--- config.mk ---
export PLATFORM = sky130hd
export DESIGN_NAME = sep_slave
export DESIGN_NICKNAME = d
export VERILOG_FILES = /design/src/include/sep_pkg.sv /design/src/verilog/sep_mem.sv /design/src/verilog/sep_slave.sv
export SDC_FILE = /design/constraint.sdc
export NUM_CORES = 1
export LEC_CHECK = 0
export BUFFER_PORTS_ARGS = -buffer_cell sky130_fd_sc_hd__buf_4
export CAP_MARGIN = 20
export CORE_MARGIN = 2
export CORE_UTILIZATION = 45
export DETAILED_ROUTE_END_ITERATION = 12
export PLACE_DENSITY = 0.68
export SETUP_SLACK_MARGIN = 0.15
export SYNTH_ARGS = -nofsm -noshare
export SYNTH_HDL_FRONTEND = slang
export SYNTH_SLANG_ARGS = --single-unit
--- constraint.sdc ---
create_clock -name SYS_CLK -period 1.7 [get_ports SYS_CLK]
set_input_delay 0 -clock SYS_CLK [delete_from_list [all_inputs] [get_ports SYS_CLK]]
set_output_delay 0 -clock SYS_CLK [all_outputs]
set_load 0.01 [all_outputs]
--- src/include/sep_pkg.sv ---
// Purpose: shared constants and types for the serial memory read slave
// Assumes: two-wire bus sampled by SYS_CLK, bus clock much slower than SYS_CLK
// Notes: the device-type code is a parameter of the top module
`default_nettype none

package sep_pkg;

  // ==========================================================
  // sizes and counts
  localparam int SEP_BYTE_BITS = 8;
  localparam logic [3:0] SEP_BIT_CNT_LAST = 4'h8;
  localparam logic [3:0] SEP_BIT_CNT_ZERO = 4'h0;
  localparam logic [3:0] SEP_BIT_CNT_ONE = 4'h1;

  // ==========================================================
  // values after reset
  localparam logic SEP_RST_LINE = 1'h1;
  localparam logic [7:0] SEP_RST_BYTE = 8'h00;

  // ==========================================================
  // states
  typedef enum logic [2:0] {
    SEP_ST_IDLE,
    SEP_ST_RX,
    SEP_ST_ACK,
    SEP_ST_TX,
    SEP_ST_MACK
  } sep_state_type;

  typedef enum logic [1:0] {
    SEP_PH_CTRL,
    SEP_PH_WADDR,
    SEP_PH_WDATA
  } sep_phase_type;

endpackage

`default_nettype wire

--- src/verilog/sep_mem.sv ---
// Purpose: small word memory with registered read data
// Assumes: one write port from local fill logic, one read port
// Notes: read data lag the address by one clock
`default_nettype none

module sep_mem #(
  parameter int AW = 4,
  parameter int DW = 8
) (
  input wire logic clk,
  input wire logic rst_n,
  input wire logic wr_en,
  input wire logic [AW-1:0] wr_addr,
  input wire logic [DW-1:0] wr_data,
  input wire logic [AW-1:0] rd_addr,
  output logic [DW-1:0] rd_data
);
  import sep_pkg::*;

  logic [DW-1:0] mem [0:(1<<AW)-1];

  // ==========================================================
  // storage, no reset on the array to keep it a plain ram
  always_ff @(posedge clk) begin
    if (wr_en) begin
      mem[wr_addr] <= wr_data;
    end
  end

  // ==========================================================
  // registered read port
  always_ff @(posedge clk or negedge rst_n) begin
    if (!rst_n) begin
      rd_data <= DW'(SEP_RST_BYTE);
    end else begin
      rd_data <= mem[rd_addr];
    end
  end

endmodule

`default_nettype wire

--- src/verilog/sep_slave.sv ---
// Purpose: two-wire read slave in front of a small serial data memory
// Assumes: SCL and SDA_IN come from pins; bus half period is at least 4 clocks
// Notes: write data bytes after the word address are acknowledged and dropped
`default_nettype none

module sep_slave #(
  parameter int AW = 4,
  parameter logic [3:0] DEV_CODE = 4'h6 // arbitrary value
) (
  input wire logic SYS_CLK,
  input wire logic RST_N,
  input wire logic SCL,
  input wire logic SDA_IN,
  input wire logic PROG_MODE,
  input wire logic LOAD_EN,
  input wire logic [AW-1:0] LOAD_ADDR,
  input wire logic [7:0] LOAD_DATA,
  output logic SDA_OUT,
  output logic SDA_OE,
  output logic BUSY,
  output logic [AW-1:0] ADDR_PTR
);
  import sep_pkg::*;

  typedef struct packed {
    logic scl1;
    logic scl2;
    logic scl3;
    logic sda1;
    logic sda2;
    logic sda3;
    logic prog1;
    logic prog2;
    sep_state_type state;
    sep_phase_type phase;
    logic rd;
    logic [3:0] cnt;
    logic [7:0] shreg;
    logic [7:0] txbyte;
    logic [AW-1:0] addr;
    logic oe;
    logic busy;
  } sep_reg_type;

  sep_reg_type q;
  sep_reg_type next_q;
  logic [7:0] rdata;
  logic scl_rise;
  logic scl_fall;
  logic start_det;
  logic stop_det;
  logic match;
  logic byte_done;

  // ==========================================================
  // memory
  sep_mem #(
    .AW(AW),
    .DW(SEP_BYTE_BITS)
  ) u_mem (
    .clk(SYS_CLK),
    .rst_n(RST_N),
    .wr_en(LOAD_EN),
    .wr_addr(LOAD_ADDR),
    .wr_data(LOAD_DATA),
    .rd_addr(q.addr),
    .rd_data(rdata)
  );

  // ==========================================================
  // bus events, read only from the second and third sampling stages
  assign scl_rise = q.scl2 && !q.scl3;
  assign scl_fall = !q.scl2 && q.scl3;
  assign start_det = q.scl2 && q.scl3 && !q.sda2 && q.sda3;
  assign stop_det = q.scl2 && q.scl3 && q.sda2 && !q.sda3;
  // low three address bits are never looked at
  assign match = (q.shreg[7:4] == DEV_CODE);
  assign byte_done = scl_fall && (q.cnt == SEP_BIT_CNT_LAST);

  // ==========================================================
  // next state
  always_comb begin
    next_q = q;
    next_q.scl1 = SCL;
    next_q.scl2 = q.scl1;
    next_q.scl3 = q.scl2;
    next_q.sda1 = SDA_IN;
    next_q.sda2 = q.sda1;
    next_q.sda3 = q.sda2;
    next_q.prog1 = PROG_MODE;
    next_q.prog2 = q.prog1;
    if (stop_det) begin
      // device lets go of the line at once
      next_q.state = SEP_ST_IDLE;
      next_q.oe = 1'b0;
    end else if (start_det) begin
      // a repeated start aborts any write; the pointer keeps its value
      next_q.state = SEP_ST_RX;
      next_q.phase = SEP_PH_CTRL;
      next_q.cnt = SEP_BIT_CNT_ZERO;
      next_q.oe = 1'b0;
    end else begin
      unique case (q.state)
        SEP_ST_IDLE: begin
          next_q.oe = 1'b0;
        end
        SEP_ST_RX: begin
          if (scl_rise && q.cnt != SEP_BIT_CNT_LAST) begin
            next_q.shreg = {q.shreg[6:0], q.sda2};
            next_q.cnt = q.cnt + SEP_BIT_CNT_ONE;
          end else if (byte_done) begin
            unique case (q.phase)
              SEP_PH_CTRL: begin
                if (match && !q.prog2) begin
                  next_q.oe = 1'b1;
                  next_q.state = SEP_ST_ACK;
                  next_q.rd = q.shreg[0];
                  next_q.phase = SEP_PH_WADDR;
                end else begin
                  // other slaves or programming: stay off the line
                  next_q.oe = 1'b0;
                  next_q.state = SEP_ST_IDLE;
                end
              end
              SEP_PH_WADDR: begin
                next_q.addr = q.shreg[AW-1:0];
                next_q.oe = 1'b1;
                next_q.state = SEP_ST_ACK;
                next_q.rd = 1'b0;
                next_q.phase = SEP_PH_WDATA;
              end
              SEP_PH_WDATA: begin
                next_q.oe = 1'b1;
                next_q.state = SEP_ST_ACK;
                next_q.rd = 1'b0;
              end
              default: begin
                next_q.state = SEP_ST_IDLE;
              end
            endcase
          end
        end
        SEP_ST_ACK: begin
          if (scl_fall) begin
            if (q.rd) begin
              // first bit goes out as the ack slot closes
              next_q.txbyte = {rdata[6:0], 1'b0};
              next_q.oe = !rdata[7];
              next_q.cnt = SEP_BIT_CNT_ONE;
              next_q.state = SEP_ST_TX;
            end else begin
              next_q.oe = 1'b0;
              next_q.cnt = SEP_BIT_CNT_ZERO;
              next_q.state = SEP_ST_RX;
            end
          end
        end
        SEP_ST_TX: begin
          if (byte_done) begin
            next_q.oe = 1'b0;
            // add wraps in AW bits, so the top word is followed by word zero
            next_q.addr = q.addr + AW'(1);
            next_q.state = SEP_ST_MACK;
          end else if (scl_fall) begin
            next_q.oe = !q.txbyte[7];
            next_q.txbyte = {q.txbyte[6:0], 1'b0};
            next_q.cnt = q.cnt + SEP_BIT_CNT_ONE;
          end
        end
        SEP_ST_MACK: begin
          if (scl_rise) begin
            if (!q.sda2) begin
              // master wants another word, read data is ready by the fall
              next_q.state = SEP_ST_ACK;
              next_q.rd = 1'b1;
            end else begin
              next_q.state = SEP_ST_IDLE;
            end
          end
        end
      endcase
    end
    next_q.busy = (next_q.state != SEP_ST_IDLE);
  end

  // ==========================================================
  // state register
  always_ff @(posedge SYS_CLK or negedge RST_N) begin
    if (!RST_N) begin
      q <= '{
        scl1: SEP_RST_LINE,
        scl2: SEP_RST_LINE,
        scl3: SEP_RST_LINE,
        sda1: SEP_RST_LINE,
        sda2: SEP_RST_LINE,
        sda3: SEP_RST_LINE,
        prog1: 1'b0,
        prog2: 1'b0,
        state: SEP_ST_IDLE,
        phase: SEP_PH_CTRL,
        rd: 1'b0,
        cnt: SEP_BIT_CNT_ZERO,
        shreg: SEP_RST_BYTE,
        txbyte: SEP_RST_BYTE,
        addr: '0,
        oe: 1'b0,
        busy: 1'b0
      };
    end else begin
      q <= next_q;
    end
  end

  // ==========================================================
  // outputs, open drain: only ever pulls low
  assign SDA_OUT = 1'b0;
  assign SDA_OE = q.oe;
  assign BUSY = q.busy;
  assign ADDR_PTR = q.addr;
endmodule

`default_nettype wire

==> results.sh, run 1 <==
export IMPL_ys_types=53
export IMPL_crit_path_top_delay_cell="mux4_2"
export IMPL_async_flop_share=0.2686
export IMPL_clk_pin_slew_worst_paths_ns=0.07
export IMPL_synth_top_area_frac=0.5302
export IMPL_path_common_cell="mux4_2"
export IMPL_fin_worst_skew_ns=0.008979
export IMPL_synth_edf_count=128
export IMPL_initial_core_util=0.4580
export IMPL_antenna_found_initial=0
export IMPL_power_density_nw_per_um2=1190
export IMPL_h_tree_depth=4
export IMPL_relSlewSlack=0.5839
export IMPL_period_minus_slack_ns=1.802
export IMPL_cp_top_family="multiplexers"
export IMPL_setup_ws_ns=-0.1019
export IMPL_fmax_mhz=555.0
export IMPL_rsz0062_at_grt="yes"
export IMPL_synthTopCellsByCount="128 x edfxtp_1, 41 x dfrtp_1, 28 x nor2_1, 24 x mux4_1"
export IMPL_cts_max_path_buffers=2
export IMPL_worstSetupStartpointType="flop"
export IMPL_dr_pass1_iters=4
export IMPL_worstMarginPinSlew_ns=0.6242
export IMPL_wl_per_cell_um=20.95
export IMPL_worst_path_largest_cell_delay_ns=0.52
export IMPL_grt_pass1_vias=4439
export IMPL_numCtsBuffers=17
export IMPL_finalPower_uw=11360
export IMPL_switchingPower_uw=3118
export IMPL_critPathRequiredTime_ns=2.00
export IMPL_post_dp_cell_area_um2=8024
export IMPL_switching_share=0.2745
export IMPL_cts_tree="yes"
export IMPL_yosysMostFrequentCell="edfxtp_1"
export IMPL_grt_max_degree=48
export IMPL_holdWs_ns=0.1047
export IMPL_coreArea_um2=15830
export IMPL_grt_use_total=0.2015
export IMPL_root_buffer="clkbuf_16"
export IMPL_violations="setup timing"
export IMPL_drc=0
export IMPL_multi_input_area_um2=2366
export IMPL_syn_area_um2=7249
export IMPL_syn_nets=432
export IMPL_cts_sinks=175
export IMPL_crit_arrival_ns=2.10
export IMPL_period_share=1.060
export IMPL_io_pins=25
export IMPL_synth_largest_area_cell="edfxtp_1"
export IMPL_diodes=0
export IMPL_worstSkewPairLatency_ns=0.43
export IMPL_fp_dieW_um=130.9
export IMPL_cp_cell_sequence="buf_6 -> buf_12 -> mux4_2 -> mux4_2"
export IMPL_postSynthAreaPerCell_um2=17.77
export IMPL_drv_cap=0
export IMPL_ys_flop_type="edfxtp_1"
export IMPL_p_leak_uw=0.003490
export IMPL_critical_path_buf_inv_count=2
export IMPL_syn_to_final_growth_pct=31.67
export IMPL_clkPwrFrac=0.342
export IMPL_dp_slack_ns=-0.09169
export IMPL_yosys_top_cells_area="edfxtp_1 53%, dfrtp_1 14%, mux4_1 8.7%"
export IMPL_setup_viol=12
export IMPL_comb_power_share=0.201
export IMPL_regArea_um2=5034
export IMPL_seq_power_share=0.457
export IMPL_port_buffers=23
export IMPL_num_vias=4212
export IMPL_worstSetupPathType="flop to flop"
export IMPL_place_congestion=0.8315
export IMPL_drive_gt1_frac=0.4964
export IMPL_cp_max_fo=7
export IMPL_netlist_instances=408
export IMPL_hpwl_um=9249
export IMPL_rows=46
export IMPL_die_area_um2=17140
export IMPL_fin_nets=563
export IMPL_first_iter_violations=412
export IMPL_fin_tns_setup_ns=-0.8122
export IMPL_outcome="complete, but fails checks"
export IMPL_ys_ff_latch=175
export IMPL_design_area_um2=9545
export IMPL_grt_pass1_wl_um=24580
export IMPL_drt_antenna_violating_nets=0
export IMPL_yosysWarnings=0
export IMPL_vdd_drop_max_v=0.0009590
export IMPL_drt_total_wl_um=16090
export IMPL_fillers=1139
export IMPL_vias_per_cell=5.484
export IMPL_yosysSeqAreaShare=0.6935
export IMPL_gr_total_overflow=0
export IMPL_maxSlewViolCount=0
export IMPL_fp_dieH_um=130.9
export IMPL_intPower_uw=8241
export IMPL_cp_end_kind="flop"
export IMPL_hp_class="input pin to flop"
export IMPL_hold_viol=0
-- layer usage --
| layer | track usage | routed length, um | vias up | part of all wire |
|---|---|---|---|---|
| li1 | - | - | 1874 | - |
| met1 | 0.2587 | 6609 | 2186 | 0.41 |
| met2 | 0.3413 | 8470 | 117 | 0.53 |
| met3 | 0.04031 | 635 | 35 | 0.039 |
| met4 | 0.07822 | 372 | 0 | 0.023 |
| met5 | 0 | 0 | - | 0 |
-- sequential cells by signal (all words and copies together), names as in the netlist --
signal	cells
u_mem.rd_data	8
q	28
SDA_OE	1
BUSY	1
ADDR_PTR	4
next_q	5
u_mem.mem	128
-- power by group through the flow --
stage / registers (uW) / clock network [uW] / logic [uW]
2_1_floorplan: 5160 / 0 / 999
6_report: 5190 / 3880 / 2290
3_3_place_gp: 5260 / 0 / 1390
4_1_cts: 5160 / 3940 / 2020
5_1_grt: 5220 / 4120 / 2440
3_5_place_dp: 5270 / 0 / 1440
-- tightest hold or removal path, delay by kind of cell --
family                 cells  cell delay [ns]
buffers and inverters      2             0.30
and+or+nand+nor            1             0.05
-- area by class of cell --
type / instances / area share
clock inverter: 15 / 0.01783
timing repair buffer: 134 / 0.1302
clock buffer: 17 / 0.04457
tap: 216 / 0.02831
inverter: 9 / 0.003932
sequential: 175 / 0.5273
multi-input combinational: 202 / 0.2479
-- worst paths after layout --
| path | slack [ns] | start | to | cells past startpoint |
|---|---|---|---|---|
| setup / recovery | -0.10 | ADDR_PTR[0] | u_mem.rd_data[2] | 4 |
| min in group asynchronous | 0.14 | RST_N | q[26] | 2 |
| hold / removal | 0.10 | LOAD_ADDR[0] | u_mem.mem[0][1] | 3 |
| setup reg to reg | -0.10 | ADDR_PTR[0] | u_mem.rd_data[2] | 4 |
| max in group asynchronous | 1.11 | RST_N | q[24] | 2 |
| hold reg to reg | 0.35 | next_q[32] | q[32] | 0 |
-- metrics by stage --
step / utilization / instances
floorplan: - / 408
CTS: 0.5901 / 757
global route: 0.6031 / 768
global placement: 0.5070 / 683
finish: 0.6031 / 768
detailed placement: 0.5070 / 683
-- cell families after synthesis --
kind of cell,count (synthesis),share of synthesized area
flops,175,0.6935
compound gates,48,0.04125
simple gates,86,0.06248
mux,59,0.1645
other cells,1,0.0005173
buf+inv,31,0.02503
fa+ha+maj,6,0.01036
xor+xnor,2,0.002417
-- what timing repair did --
item / 4_1_cts / 5_1_grt
gates cloned: 2 / 0
resized for setup: 83 / 35
hold endpoints to repair: 178 / 0
hold buffers: 12 / 0
buffers inserted: 28 / 11
endpoints found under the setup margin: 37 / 38
pin swaps: 23 / 21
-- layout by cell type (no fill, tap or decap), types with 5 or more instances in the layout --
master	instances
a21oi_1	6
a21oi_2	5
buf_12	6
buf_4	89
buf_6	23
clkbuf_16	17
dfrtp_1	36
dfrtp_2	5
dfstp_2	6
dlygate4sd3_1	12
edfxtp_1	128
inv_1	5
mux2_4	9
mux2i_1	10
mux4_2	39
nand2_1	9
nand2_2	6
nor2_1	21
nor3_1	6
o21ai_1	7
o21ai_2	5
Note: power is estimated with default switching activity, not from simulation.
==> run 2: changes to the inputs <==
Settings changed: GPL_TIMING_DRIVEN set to 0.
==> run 2 against run 1 <==
Count of clock-buffer cells in the layout up 1. Cell count fell by 3.4%. Highest routed layer unchanged. Clock skew down 0.0019 ns. Largest cell class unchanged. Wire length down 2.5%. Sequential cell count is the same. Cell area is 2.3% lower. Via count shrank 2.8%. The run still ends with setup timing left. Sequential share of layout area grew 1.2 points. Global-route usage shrank 0.88 points. Power is 2.0% higher. Setup slack got worse by 0.088 ns. Critical path depth is the same. Largest power group unchanged.
==> results.sh, run 2 (same netlist as run 1, synthesis figures left out) <==
export IMPL_drc=0
export IMPL_mostFrequentLayoutCell="edfxtp_1"
export IMPL_grt_pass1_wl_um=23630
export IMPL_crit_path_top_delay_cell="mux4_2"
export IMPL_drt_total_wl_um=15680
export IMPL_hold_viol=0
export IMPL_clk_pin_slew_worst_paths_ns=0.07
export IMPL_rows=46
export IMPL_largestRegisters="u_mem.mem x128, q x28, u_mem.rd_data x8"
export IMPL_critical_path_buf_inv_count=2
export IMPL_clkPwrFrac=0.378
export IMPL_period_minus_slack_ns=1.890
export IMPL_place_congestion=0.8410
export IMPL_intPower_uw=8735
export IMPL_switchingPower_uw=2853
export IMPL_worst_path_largest_cell_delay_ns=0.55
export IMPL_largest_reg_flops=128
export IMPL_cp_max_fo=9
export IMPL_worstMarginPinSlew_ns=0.8307
export IMPL_comb_power_share=0.177
export IMPL_drt_antenna_violating_nets=0
export IMPL_diodes=0
export IMPL_grt_max_degree=48
export IMPL_outcome="complete, but fails checks"
export IMPL_cp_cell_sequence="buf_12 -> buf_12 -> mux4_2 -> mux4_2"
export IMPL_initial_core_util=0.4580
export IMPL_worstSetupStartpointType="flop"
export IMPL_h_tree_depth=4
export IMPL_grt_pass1_vias=4189
export IMPL_maxSlewViolCount=0
export IMPL_vias_per_cell=5.519
export IMPL_seq_power_share=0.445
export IMPL_hpwl_um=9042
export IMPL_wl_per_cell_um=21.13
export IMPL_p_leak_uw=0.003379
export IMPL_syn_to_final_growth_pct=28.60
export IMPL_power_density_nw_per_um2=1243
export IMPL_period_share=1.112
export IMPL_r2r_start="ADDR_PTR[0]"
export IMPL_drive_gt1_frac=0.4335
export IMPL_worstSkewPairLatency_ns=0.42
export IMPL_mostFrequentLayoutCells="128 x edfxtp_1, 59 x buf_4, 41 x dfrtp_1"
export IMPL_coreArea_um2=15830
export IMPL_die_area_um2=17140
export IMPL_fp_dieH_um=130.9
export IMPL_vdd_drop_max_v=0.0007571
export IMPL_worstSetupPathType="flop to flop"
export IMPL_relSlewSlack=0.4462
export IMPL_fin_nets=537
export IMPL_port_buffers=23
export IMPL_hp_class="input pin to asynchronous set/reset pin"
export IMPL_first_iter_violations=315
export IMPL_cts_sinks=175
export IMPL_largest_register="u_mem.mem"
export IMPL_num_vias=4095
export IMPL_final_cells=742
export IMPL_cp_end_kind="flop"
export IMPL_io_pins=25
export IMPL_cp_top_family="multiplexers"
export IMPL_finalPower_uw=11590
export IMPL_rsz0062_at_grt="yes"
export IMPL_cts_tree="yes"
export IMPL_crit_arrival_ns=2.18
export IMPL_numCtsBuffers=17
export IMPL_gr_total_overflow=0
export IMPL_violations="setup timing"
export IMPL_fmax_mhz=529.0
export IMPL_fin_worst_skew_ns=0.007077
export IMPL_cts_max_path_buffers=2
export IMPL_switching_share=0.2462
export IMPL_critPathRequiredTime_ns=1.99
export IMPL_fp_dieW_um=130.9
export IMPL_setup_viol=14
export IMPL_grt_use_total=0.1927
export IMPL_placed_cells=651
export IMPL_drv_cap=0
export IMPL_dr_pass1_iters=5
export IMPL_setup_ws_ns=-0.1903
export IMPL_crit_start="ADDR_PTR[0]"
export IMPL_root_buffer="clkbuf_16"
export IMPL_antenna_found_initial=0
## run 2: cell types whose count changed in the layout (fill, tap and decap cells not counted), sizes merged
| cell | change |
|---|---|
| o21ai | +1 |
| clkbuf | +9 |
| inv | -4 |
| buf | -37 |
| clkinvlp | -2 |
| bufinv | +5 |
| dlygate4sd3 | +2 |
## run 2: worst paths after layout
path,end,cells after the start,slack [ns]
hold / removal,q[29],2,0.13
setup / recovery,u_mem.rd_data[1],4,-0.19
hold reg to reg,q[32],0,0.35
min in group SYS_CLK,u_mem.mem[2][1],3,0.16
setup reg to reg,u_mem.rd_data[1],4,-0.19
max in group asynchronous,q[20],2,1.17
## run 2: layer usage
metal / global-route usage / up-vias / part of all wire
met5: 0 / - / 0
met4: 0.08198 / 0 / 0.020
met3: 0.04194 / 32 / 0.049
met2: 0.3159 / 130 / 0.52
met1: 0.2517 / 2109 / 0.41
li1: - / 1824 / -
## run 2: cell type report
| cell class | count | area, um^2 |
|---|---|---|
| clock buffer | 18 | 429.2 |
| timing repair buffer | 85 | 770.7 |
| multi-input combinational | 203 | 2320 |
| clock inverter | 14 | 237.7 |
| inverter | 9 | 33.78 |
| fill | 1151 | 6505 |
| buffer | 22 | 234.0 |
| sequential | 175 | 5027 |
| tap | 216 | 270.3 |
## run 2: worst reg2reg max path, delay by kind of cell, from the launching register on
family	cells	cell delay, ns
buffers and inverters	2	0.31
flip-flops	1	0.40
multiplexers	2	1.05
## run 2: stage by stage
| stage | area [um^2] | hold WS, ns | setup TNS (ns) | util | setup slack (ns) |
|---|---|---|---|---|---|
| 2_1_floorplan | 7253 | -0.2956 | -0.3431 | - | -0.04348 |
| 3_3_place_gp | 7696 | 0.03012 | -7.411 | 0.4862 | -0.4362 |
| 3_5_place_dp | 7724 | 0.04794 | -5.448 | 0.4880 | -0.5166 |
| 4_1_cts | 9104 | 0.1218 | -1.472 | 0.5752 | -0.2054 |
| 5_1_grt | 9323 | 0.1738 | -3.186 | 0.5890 | -0.2285 |
| 6_report | 9323 | 0.1309 | -1.854 | 0.5890 | -0.1903 |
## run 2: repair_timing
item,4_1_cts,5_1_grt
gates cloned,2,2
endpoints found under the hold margin,189,0
pin swaps,25,11
setup endpoints to repair,37,81
hold buffers,14,0
setup buffers,37,4
resized for setup,65,43
## run 2: power by group through the flow
stage	clock (uW)	sequential (uW)	combinational [uW]
global placement	0	5200	1320
detailed placement	0	5220	1350
global route	4610	5190	2210
floorplan	0	5160	999
finish	4380	5150	2050
CTS	4430	5120	1790
